**config.mk**
```make
export PLATFORM = sky130hd
export DESIGN_NAME = eit_top
export DESIGN_NICKNAME = d
export VERILOG_FILES = /design/src/rtl/eit_pkg.sv /design/src/rtl/eit_flag_if.sv /design/src/rtl/eit_detect.sv /design/src/rtl/eit_top.sv
export SDC_FILE = /design/constraint.sdc
export NUM_CORES = 1
export LEC_CHECK = 0
export ABC_AREA = 1
export BUFFER_PORTS_ARGS = -buffer_cell sky130_fd_sc_hd__buf_2
export CAP_MARGIN = 40
export CORE_MARGIN = 2
export CORE_UTILIZATION = 40
export CTS_CLUSTER_SIZE = 40
export DETAILED_ROUTE_END_ITERATION = 7
export PLACE_DENSITY = 0.75
export SYNTH_ARGS = -nofsm -noshare
export SYNTH_HDL_FRONTEND = slang
export SYNTH_SLANG_ARGS = --single-unit
```
**constraint.sdc**
```tcl
create_clock -name ref_clk -period 1.8 [get_ports ref_clk]
set_clock_uncertainty 0.05 [all_clocks]
set_input_delay 0.36 -clock ref_clk [delete_from_list [all_inputs] [get_ports ref_clk]]
set_output_delay 0.36 -clock ref_clk [all_outputs]
set_load 0.1 [all_outputs]
```
**src/rtl/eit_pkg.sv**
```systemverilog
// Package with register map, field positions and reset values of the external interrupt flag block.
package eit_pkg;
  localparam logic [3:0] ADDR_TIMER_AND_EXT_IRQ_CONTROL  = 4'h0;
  localparam logic [3:0] ADDR_PINCFG                     = 4'h4;
  localparam logic [3:0] ADDR_STATUS                     = 4'h8;
  localparam logic [3:0] ADDR_MASK                       = 4'hC;
  localparam int         BIT_EXT_IRQ0_TRIGGER_TYPE       = 0;
  localparam int         BIT_EXT_IRQ0_PENDING_FLAG       = 1;
  localparam int         BIT_EXT_IRQ1_TRIGGER_TYPE       = 2;
  localparam int         BIT_EXT_IRQ1_PENDING_FLAG       = 3;
  localparam int         BIT_POL0                        = 0;
  localparam int         BIT_POL1                        = 1;
  localparam logic [7:0] TIMER_AND_EXT_IRQ_CONTROL_RESET = 8'h00;
  localparam logic [1:0] POL_RESET                       = 2'b00;
  localparam logic [1:0] MASK_RESET                      = 2'b00;
  localparam logic [1:0] RESP_OKAY                       = 2'b00;
  localparam logic [1:0] RESP_SLVERR                     = 2'b10;
  localparam int         NUM_IRQ                         = 2;
  typedef enum logic {EIT_LEVEL, EIT_EDGE} eit_trig_e;
endpackage

```
**src/rtl/eit_flag_if.sv**
```systemverilog
// Interface carrying per-input flag control between the top and the detector.
`timescale 1ns/1ps
`default_nettype none
interface eit_flag_if;
  logic [1:0] pin;
  logic [1:0] pol;
  logic [1:0] trig;
  logic [1:0] sw_clr;
  logic [1:0] sw_set;
  logic [1:0] vec_ack;
  logic [1:0] flag;
  logic [1:0] event_p;
  modport ctl (output pin, pol, trig, sw_clr, sw_set, vec_ack, input flag, event_p);
  modport det (input pin, pol, trig, sw_clr, sw_set, vec_ack, output flag, event_p);
endinterface
`default_nettype wire

```
**src/rtl/eit_detect.sv**
```systemverilog
// Per-input edge/level detector and pending flag.
`timescale 1ns/1ps
`default_nettype none
module eit_detect
  import eit_pkg::*;
(
  input wire logic ref_clk,
  input wire logic rst,
  eit_flag_if.det  fi
);
  logic [1:0] prev_reg;
  logic [1:0] prev_next;
  logic [1:0] flag_reg;
  logic [1:0] flag_next;
  logic [1:0] act;
  logic [1:0] det;

  always_comb begin
    for (int i = 0; i < NUM_IRQ; i++) begin
      act[i] = fi.pin[i] ~^ fi.pol[i];
      // Edge mode fires on the inactive-to-active transition, level mode while active.
      det[i] = (fi.trig[i] == EIT_EDGE) ? (act[i] & ~prev_reg[i]) : act[i];
      flag_next[i] = flag_reg[i];
      if (fi.sw_clr[i])
        flag_next[i] = 1'b0;
      if (fi.vec_ack[i] && fi.trig[i] == EIT_EDGE)
        flag_next[i] = 1'b0;
      if (fi.sw_set[i])
        flag_next[i] = 1'b1;
      if (det[i])
        flag_next[i] = 1'b1;
    end
    prev_next = act;
  end

  always_ff @(posedge ref_clk or posedge rst) begin
    if (rst) begin
      prev_reg <= 2'b00;
      flag_reg <= 2'b00;
    end else begin
      prev_reg <= prev_next;
      flag_reg <= flag_next;
    end
  end

  assign fi.flag    = flag_reg;
  assign fi.event_p = det & ~flag_reg;

  a_level_holds_flag: assert property (@(posedge ref_clk) disable iff (rst)
    (fi.trig[1] == EIT_LEVEL && act[1]) |=> flag_reg[1])
    else $error("level active but flag 1 clear");
  a_edge_sets_flag: assert property (@(posedge ref_clk) disable iff (rst)
    (fi.trig[1] == EIT_EDGE && act[1] && !prev_reg[1]) |=> flag_reg[1])
    else $error("edge missed on input 1");
  a_vector_clears: assert property (@(posedge ref_clk) disable iff (rst)
    (fi.vec_ack[1] && fi.trig[1] == EIT_EDGE && !det[1] && !fi.sw_set[1]) |=> !flag_reg[1])
    else $error("vector did not clear flag 1");
  a_irq0_level: assert property (@(posedge ref_clk) disable iff (rst)
    (fi.trig[0] == EIT_LEVEL && (fi.pin[0] ~^ fi.pol[0])) |=> flag_reg[0])
    else $error("level active but flag 0 clear");
endmodule
`default_nettype wire

```
**src/rtl/eit_top.sv**
```systemverilog
// Top of the external interrupt flag and trigger block with its AXI4-Lite register slave.
//
// What this block does
// - Hardware sets input 1 flag on chosen condition.
// - Software clears flag; vectoring clears in edge.
// - Level mode keeps flag set while active.
// - Trigger-type bit picks edge or level.
// - Polarity bit sets input active level.
`timescale 1ns/1ps
`default_nettype none
module eit_top
  import eit_pkg::*;
(
  input  wire logic       ref_clk,
  input  wire logic       rst,
  input  wire logic       ext_irq0_input,
  input  wire logic       ext_irq1_input,
  input  wire logic       vec_ack0,
  input  wire logic       vec_ack1,
  output logic            ext_irq0_pending_flag,
  output logic            ext_irq1_pending_flag,
  output logic            irq,
  input  wire logic [3:0] s_axi_awaddr,
  input  wire logic       s_axi_awvalid,
  output logic            s_axi_awready,
  input  wire logic [31:0] s_axi_wdata,
  input  wire logic [3:0] s_axi_wstrb,
  input  wire logic       s_axi_wvalid,
  output logic            s_axi_wready,
  output logic [1:0]      s_axi_bresp,
  output logic            s_axi_bvalid,
  input  wire logic       s_axi_bready,
  input  wire logic [3:0] s_axi_araddr,
  input  wire logic       s_axi_arvalid,
  output logic            s_axi_arready,
  output logic [31:0]     s_axi_rdata,
  output logic [1:0]      s_axi_rresp,
  output logic            s_axi_rvalid,
  input  wire logic       s_axi_rready
);
  eit_flag_if fi ();

  // ********************************
  // Register state.
  // ********************************
  logic [1:0]  trig_reg, trig_next;
  logic [1:0]  pol_reg, pol_next;
  logic [1:0]  mask_reg, mask_next;
  logic [1:0]  stat_reg, stat_next;
  logic        irq_reg, irq_next;
  logic [1:0]  flag_o_reg, flag_o_next;
  logic        aw_got_reg, aw_got_next;
  logic        w_got_reg, w_got_next;
  logic [3:0]  awaddr_reg, awaddr_next;
  logic [7:0]  wdata_reg, wdata_next;
  logic        wstrb_reg, wstrb_next;
  logic        bvalid_reg, bvalid_next;
  logic [1:0]  bresp_reg, bresp_next;
  logic        rvalid_reg, rvalid_next;
  logic [31:0] rdata_reg, rdata_next;
  logic [1:0]  rresp_reg, rresp_next;
  logic        do_wr, do_rd;
  logic [3:0]  wa;
  logic [7:0]  wd;
  logic [7:0]  timer_and_ext_irq_control;
  logic        awready_reg, awready_next;
  logic        wready_reg, wready_next;
  logic        arready_reg, arready_next;

  assign fi.pin     = {ext_irq1_input, ext_irq0_input};
  assign fi.pol     = pol_reg;
  assign fi.trig    = trig_reg;
  assign fi.vec_ack = {vec_ack1, vec_ack0};

  eit_detect u_det (
    .ref_clk (ref_clk),
    .rst     (rst),
    .fi      (fi)
  );

  assign timer_and_ext_irq_control = {4'h0, fi.flag[1], trig_reg[1], fi.flag[0], trig_reg[0]};

  // ********************************
  // Bus decode and next state.
  // ********************************
  always_comb begin
    aw_got_next = aw_got_reg;
    w_got_next  = w_got_reg;
    awaddr_next = awaddr_reg;
    wdata_next  = wdata_reg;
    wstrb_next  = wstrb_reg;
    if (s_axi_awvalid && !aw_got_reg) begin
      aw_got_next = 1'b1;
      awaddr_next = s_axi_awaddr;
    end
    if (s_axi_wvalid && !w_got_reg) begin
      w_got_next = 1'b1;
      wdata_next = s_axi_wdata[7:0];
      wstrb_next = s_axi_wstrb[0];
    end
    do_wr = aw_got_reg && w_got_reg && !bvalid_reg;
    wa    = awaddr_reg;
    wd    = wdata_reg;
    if (do_wr) begin
      aw_got_next = 1'b0;
      w_got_next  = 1'b0;
    end
    trig_next    = trig_reg;
    pol_next     = pol_reg;
    mask_next    = mask_reg;
    fi.sw_clr    = 2'b00;
    fi.sw_set    = 2'b00;
    bvalid_next  = bvalid_reg && !s_axi_bready;
    bresp_next   = bresp_reg;
    if (do_wr) begin
      bvalid_next = 1'b1;
      bresp_next  = RESP_OKAY;
      if (wstrb_reg) begin
        unique case ({wa[3:2], 2'b00})
          ADDR_TIMER_AND_EXT_IRQ_CONTROL: begin
            trig_next = {wd[BIT_EXT_IRQ1_TRIGGER_TYPE], wd[BIT_EXT_IRQ0_TRIGGER_TYPE]};
            // Writing zero to a pending bit clears it, writing one sets it.
            fi.sw_clr = {~wd[BIT_EXT_IRQ1_PENDING_FLAG], ~wd[BIT_EXT_IRQ0_PENDING_FLAG]};
            fi.sw_set = {wd[BIT_EXT_IRQ1_PENDING_FLAG], wd[BIT_EXT_IRQ0_PENDING_FLAG]} & ~fi.flag;
          end
          ADDR_PINCFG: pol_next  = {wd[BIT_POL1], wd[BIT_POL0]};
          ADDR_MASK:   mask_next = wd[1:0];
          default:     bresp_next = (({wa[3:2], 2'b00}) == ADDR_STATUS) ? RESP_OKAY : RESP_SLVERR;
        endcase
      end
    end
    do_rd       = s_axi_arvalid && !rvalid_reg;
    rvalid_next = rvalid_reg && !s_axi_rready;
    rdata_next  = rdata_reg;
    rresp_next  = rresp_reg;
    stat_next   = stat_reg | fi.event_p;
    if (do_rd) begin
      rvalid_next = 1'b1;
      rresp_next  = RESP_OKAY;
      unique case ({s_axi_araddr[3:2], 2'b00})
        ADDR_TIMER_AND_EXT_IRQ_CONTROL: rdata_next = {24'h00_0000, timer_and_ext_irq_control};
        ADDR_PINCFG: rdata_next = {30'h0000_0000, pol_reg};
        ADDR_STATUS: begin
          rdata_next = {30'h0000_0000, stat_reg};
          // Reading clears the sticky bits, but an event this cycle survives.
          stat_next  = fi.event_p;
        end
        ADDR_MASK:   rdata_next = {30'h0000_0000, mask_reg};
        default: begin
          rdata_next = 32'h0000_0000;
          rresp_next = RESP_SLVERR;
        end
      endcase
    end
    irq_next    = |(stat_next & mask_next);
    flag_o_next = fi.flag;
    // Ready outputs are registered copies of the channel state they report.
    awready_next = !aw_got_next;
    wready_next  = !w_got_next;
    arready_next = !rvalid_next;
  end

  always_ff @(posedge ref_clk or posedge rst) begin
    if (rst) begin
      trig_reg   <= {TIMER_AND_EXT_IRQ_CONTROL_RESET[BIT_EXT_IRQ1_TRIGGER_TYPE],
                     TIMER_AND_EXT_IRQ_CONTROL_RESET[BIT_EXT_IRQ0_TRIGGER_TYPE]};
      pol_reg    <= POL_RESET;
      mask_reg   <= MASK_RESET;
      stat_reg   <= 2'b00;
      irq_reg    <= 1'b0;
      flag_o_reg <= 2'b00;
      aw_got_reg <= 1'b0;
      w_got_reg  <= 1'b0;
      awaddr_reg <= 4'h0;
      wdata_reg  <= 8'h00;
      wstrb_reg  <= 1'b0;
      bvalid_reg <= 1'b0;
      bresp_reg  <= RESP_OKAY;
      rvalid_reg <= 1'b0;
      rdata_reg  <= 32'h0000_0000;
      rresp_reg  <= RESP_OKAY;
      awready_reg <= 1'b1;
      wready_reg  <= 1'b1;
      arready_reg <= 1'b1;
    end else begin
      trig_reg   <= trig_next;
      pol_reg    <= pol_next;
      mask_reg   <= mask_next;
      stat_reg   <= stat_next;
      irq_reg    <= irq_next;
      flag_o_reg <= flag_o_next;
      aw_got_reg <= aw_got_next;
      w_got_reg  <= w_got_next;
      awaddr_reg <= awaddr_next;
      wdata_reg  <= wdata_next;
      wstrb_reg  <= wstrb_next;
      bvalid_reg <= bvalid_next;
      bresp_reg  <= bresp_next;
      rvalid_reg <= rvalid_next;
      rdata_reg  <= rdata_next;
      rresp_reg  <= rresp_next;
      awready_reg <= awready_next;
      wready_reg  <= wready_next;
      arready_reg <= arready_next;
    end
  end

  // ********************************
  // Outputs.
  // ********************************
  assign ext_irq0_pending_flag = flag_o_reg[0];
  assign ext_irq1_pending_flag = flag_o_reg[1];
  assign irq                   = irq_reg;
  assign s_axi_awready         = awready_reg;
  assign s_axi_wready          = wready_reg;
  assign s_axi_bvalid          = bvalid_reg;
  assign s_axi_bresp           = bresp_reg;
  assign s_axi_arready         = arready_reg;
  assign s_axi_rvalid          = rvalid_reg;
  assign s_axi_rdata           = rdata_reg;
  assign s_axi_rresp           = rresp_reg;

  a_trig_write: assert property (@(posedge ref_clk) disable iff (rst)
    (do_wr && wstrb_reg && wa == ADDR_TIMER_AND_EXT_IRQ_CONTROL)
    |=> trig_reg == {$past(wd[BIT_EXT_IRQ1_TRIGGER_TYPE]), $past(wd[BIT_EXT_IRQ0_TRIGGER_TYPE])})
    else $error("trigger type not stored");
  a_pol_write: assert property (@(posedge ref_clk) disable iff (rst)
    (do_wr && wstrb_reg && wa == ADDR_PINCFG) |=> pol_reg[1] == $past(wd[BIT_POL1]))
    else $error("polarity not stored");
  a_sw_clear: assert property (@(posedge ref_clk) disable iff (rst)
    (fi.sw_clr[1] && !(fi.trig[1] == EIT_LEVEL && (ext_irq1_input ~^ pol_reg[1]))
     && !(ext_irq1_input ~^ pol_reg[1])) |=> ##1 !ext_irq1_pending_flag)
    else $error("software clear of flag 1 failed");
  a_flag_output: assert property (@(posedge ref_clk) disable iff (rst)
    fi.flag[1] |=> ext_irq1_pending_flag)
    else $error("flag 1 not shown at port");
endmodule
`default_nettype wire

```
Word level (Yosys, flattened, before mapping)
Index checks and enable logic that the tools add are counted.
Word-level totals
  flip-flop bits (word level): 65
  input bits: 55
  output and inout port bits: 44
  logic and storage cells: 97
Cells by class
  equality and inequality tests: 6
  mux-type cells: 31
  bitwise gates (word level): 13
  reduce and logical (&&, ||, !) cells: 26
Operators by type and width (number)
  $pmux 32 s4: 1
  $mux 2: 14
  $mux 1: 16
  $logic_and 1x1->1: 9
  $logic_not 1->1: 9
  $eq 2x2->1 const B: 4
  $reduce_bool 4->1: 2
  $and 2x2->2: 3
  $reduce_and 3->1: 2
  $eq 2x1->1 const B: 2
  $logic_not 2->1: 2
  $not 1->1: 4
  $reduce_or 3->1: 1
  $and 1x1->1: 2
  $not 2->2: 1
  $or 2x2->2: 1
  $reduce_or 2->1: 1
  $xnor 1x1->1: 2

Depth between registers and ports, before layout
  word-level depth: 9
  depth in mapped cells: 7
  gate-level depth less buffers: 7

By module
From an unflattened synthesis, not the netlist that was laid out.
Unflattened totals
  cells, all modules: 194
  area, all modules: 1721.7 sq um
By module, submodules not included
  eit_top: instances 1, cells each 165, area an instance 1492.7 sq um, seq. area each 754.5 sq um
  eit_detect: instances 1, cells each 29, area an instance 229.0 sq um, seq. area each 100.1 sq um

Worst setup path before layout
No wires, ideal clock.
  path type: register to register
  from: register rvalid_reg (netlist: s_axi_rvalid)
  to: register rdata_reg[0] (netlist: s_axi_rdata[0])
  arrival: 1.532 ns
  setup slack: 0.145 ns
  stages on the path, launching flop included: 7
  path buffers: 0
  cell sequence: dfrtp_1 > inv_1 > nand2_1 > inv_1 > nand2_1 > o22ai_1 > nor2_1
On the way
  cells in the longest elaborated chain, start to end: 2
RTL lines
  start, declared: line eit_top.sv:59  | logic rvalid_reg, rvalid_next;
  start signal, assigned: line eit_top.sv:199  | rvalid_reg <= rvalid_next;
  $logic_not 1->1: line eit_top.sv:132  | do_rd = s_axi_arvalid && !rvalid_reg;
  $logic_and 1x1->1: line eit_top.sv:132
  end signal, assigned: line eit_top.sv:200  | rdata_reg <= rdata_next;
  end, declared: line eit_top.sv:60  | logic [31:0] rdata_reg, rdata_next;
No other way between the ends.
A chain may end at the register's enable or synchronous reset.

Worst setup path in the final report
  from: register wready_reg (netlist: s_axi_wready)
  to: output port s_axi_wready
RTL lines
  start, declared: line eit_top.sv:67  | logic wready_reg, wready_next;
  start signal, assigned: line eit_top.sv:203  | wready_reg <= wready_next;
  end, declared: line eit_top.sv:29  | output logic s_axi_wready,
No word-level cell between the ends.

==> run metrics <==
die area=4680 um2; Lkg Pwr=around 1.0 nW; area leader, netlist=dfrtp_1; post-DP HPWL=2130 um; synth-to-layout area growth=10.9%; library cells used by synthesis=22; Comb pwr share=47.7%; worst path buffer plus inverter count=1; crit-path cells=buf_2; commonest non-fill, non-tap cell in the layout=nand2_1; CP endpoint kind=output pin; Arrival @ worst endpoint=1.21 ns; layout cells sized above 1=24.7%; DRT iter0 DRCs=52; # diodes=0; # rows=23; Gates resized, CTS repair=0; capture point of the worst reg-to-reg path=irq; Fin Setup TNS=0 ns; critical path's slowest cell=dfstp_2; most frequent cells in the layout=nand2_1 (33), buf_2 (32), conb_1 (31), dfrtp_1 (31), inv_1 (20); Final min period=~1.6 ns; CTS tree=built; routed len/inst=10.2 um; CTS H-tree depth=2; Avg Cell Area, Syn=9.17 um2; Max Fclk=618 MHz; Worst Setup EP=s_axi_wready; clock slew at reported path FFs=0.07 ns; latest clock arrival within the worst-skew pair=0.28 ns; FF+latch count, synth=34; # hold bufs at CTS=0; CP max stage delay=0.52 ns; router iterations before antenna repair=4; core area=4000 um2; die width=approximately 68 um; CTS Buffer Depth=2; max_cap viols=0; largest family of logic cells by synthesized area=simple AND/OR/NAND/NOR gates; Crit Path Class=reg -> out; Fill cells=413; Post-Synth XOR/XNOR Area=0.528%; r2r setup slk=0.57 ns; Starting Density=41.5%; register area share after synthesis=51.5%; Clk pwr share=14.9%; Net Sw Frac=52.5%; critical path required time=1.39 ns; gr usage total=about 14%; final core occ=46.0%; hold_ws=0.103 ns; Final Setup Violations=0; Synth Instances=~180; Sink Count=34; Nets=273; simple-gate area share of the yosys netlist=20.2%; met1 usage=16.0%; share of the synthesized area in the top cell type=46.7%; Root Driver=clkbuf_8; Sw Pwr=1.88 mW; via count=1,138; Startpoint Class=flop; Inserted Clock Buffers=5; area of the multi-input gates=597 um2; Worst Reg-to-Reg Cells=6; met3 Usage GRT=5.43%; Final Max Tran Viols=0; crit share post-route=90.0%; Post CTS Setup Buffer Count=0; # IOs=99; CP top delay family=flip-flops; largest net degree at the start of global routing=35; I/O Buffers=32; Routed Antenna Nets=0; Critical path origin=s_axi_wready; RSZ-0062 raised after global routing=false; final wirelength=2760 um; Max VDD drop=1360 uV; Crit Path Max Fanout=1; Internal=1.70 mW; Residual DRC=0; most area-consuming cells after synthesis=dfrtp_1 (47%), buf_4 (14%), nand2_1 (7.5%), dfstp_2 (4.7%), inv_1 (4.5%); GPL Wtd Cong=0.744; final hold vios=0; reg2reg start=s_axi_rvalid; Adder-Cell Fraction of Synth Area=0%; post-synthesis compound-gate area fraction=6.18%; Die Ht=68.4 um; part of the power in registers=37.4%; Mapped Area=1660 um2; met2 usage=a little under a quarter; first-pass GRT wire length=~4700 um; initial antenna violation count=0; Sequential Area=~850 um2; Synth warnings=0; PwrDens=1940 nW/um2; vias in the first global route=between 1,000 and 1,500; Hold Path Class=in -> async; CP Depth=1; Most Crowded Layer GR=met2; status=finished clean; via/cell ratio=4.23; grt ovf=0; mux contribution to synthesized area=2.03%
==> stage by stage <==
step	cells	setup WS (ns)	instance area, um2	power (mW)
finish	269	0.181	1840	3.57
global route	269	0.127	1840	3.80
CTS	269	0.162	1840	3.62
detailed placement	261	0.477	1760	3.08
global placement	261	0.480	1760	3.02
floorplan	211	0.145	1770	2.86
==> kinds of logic after synthesis <==
| family | count (synthesis) |
|---|---|
| and+or+nand+nor | 68 |
| buffers and inverters | 54 |
| DFF | 34 |
| AOI/OAI and AO/OA | 20 |
| muxes | 3 |
| xor gates and xnor gates | 1 |
| other | 1 |
==> synth_stat cells <==
master   count
a21oi_1      4
buf_2        2
buf_4       31
conb_1       1
dfrtp_1     31
dfstp_2      3
inv_1       20
inv_2        1
mux2_2       3
nand2_1     33
nand2_2      5
nand3_1     10
nand3_2      1
nand3_4      1
nand4_1      4
nand4_2      1
nor2_1      12
nor2_8       1
o21ai_0      9
o21ai_1      5
o22ai_1      2
xnor2_1      1
==> per-layer routing <==
layer  routed length (um)  vias to the layer above
met5                    0                        -
met4                   53                        0
met3                  213                        6
met2                 1300                       42
met1                 1190                      507
li1                     -                      583
==> worst reg2reg max path: stages, from the launching register on <==
cell and delay (ns):
dfrtp_1 0.38, inv_1 0.07, nand2_1 0.15, o21ai_0 0.26, nand2_2 0.09, nand2_1 0.07, nand2_1 0.06
==> power by group through the flow <==
stage / registers, mW / logic (mW) / clock network [mW]
2_1_floorplan: 1.92 / 0.934 / 0
3_3_place_gp: 1.33 / 1.69 / 0
3_5_place_dp: 1.35 / 1.72 / 0
4_1_cts: 1.34 / 1.73 / 0.552
5_1_grt: 1.38 / 1.84 / 0.588
6_report: 1.34 / 1.71 / 0.532
==> final cells by class <==
class | count | area share, %
timing repair buffer | 33 | 9.11
inverter | 21 | 4.28
sequential | 34 | 46.4
multi-input combinational | 123 | 32.4
tap | 50 | 3.40
clock buffer | 8 | 4.35
==> how the worst min path moves through the flow <==
stage / end / startpoint / depth (start not counted) / slack [ns]
6_report: u_det.fi.flag[1] / rst / 3 / 0.10
5_1_grt: fi.trig[1] / rst / 3 / 0.18
4_1_cts: s_axi_rvalid / rst / 3 / 0.12
3_5_place_dp: flag_o_reg[1] / u_det.fi.flag[1] / 0 / 0.37
3_3_place_gp: flag_o_reg[1] / u_det.fi.flag[1] / 0 / 0.37
2_1_floorplan: flag_o_reg[1] / u_det.fi.flag[1] / 0 / 0.34
Note: power is estimated with default switching activity, not from simulation.
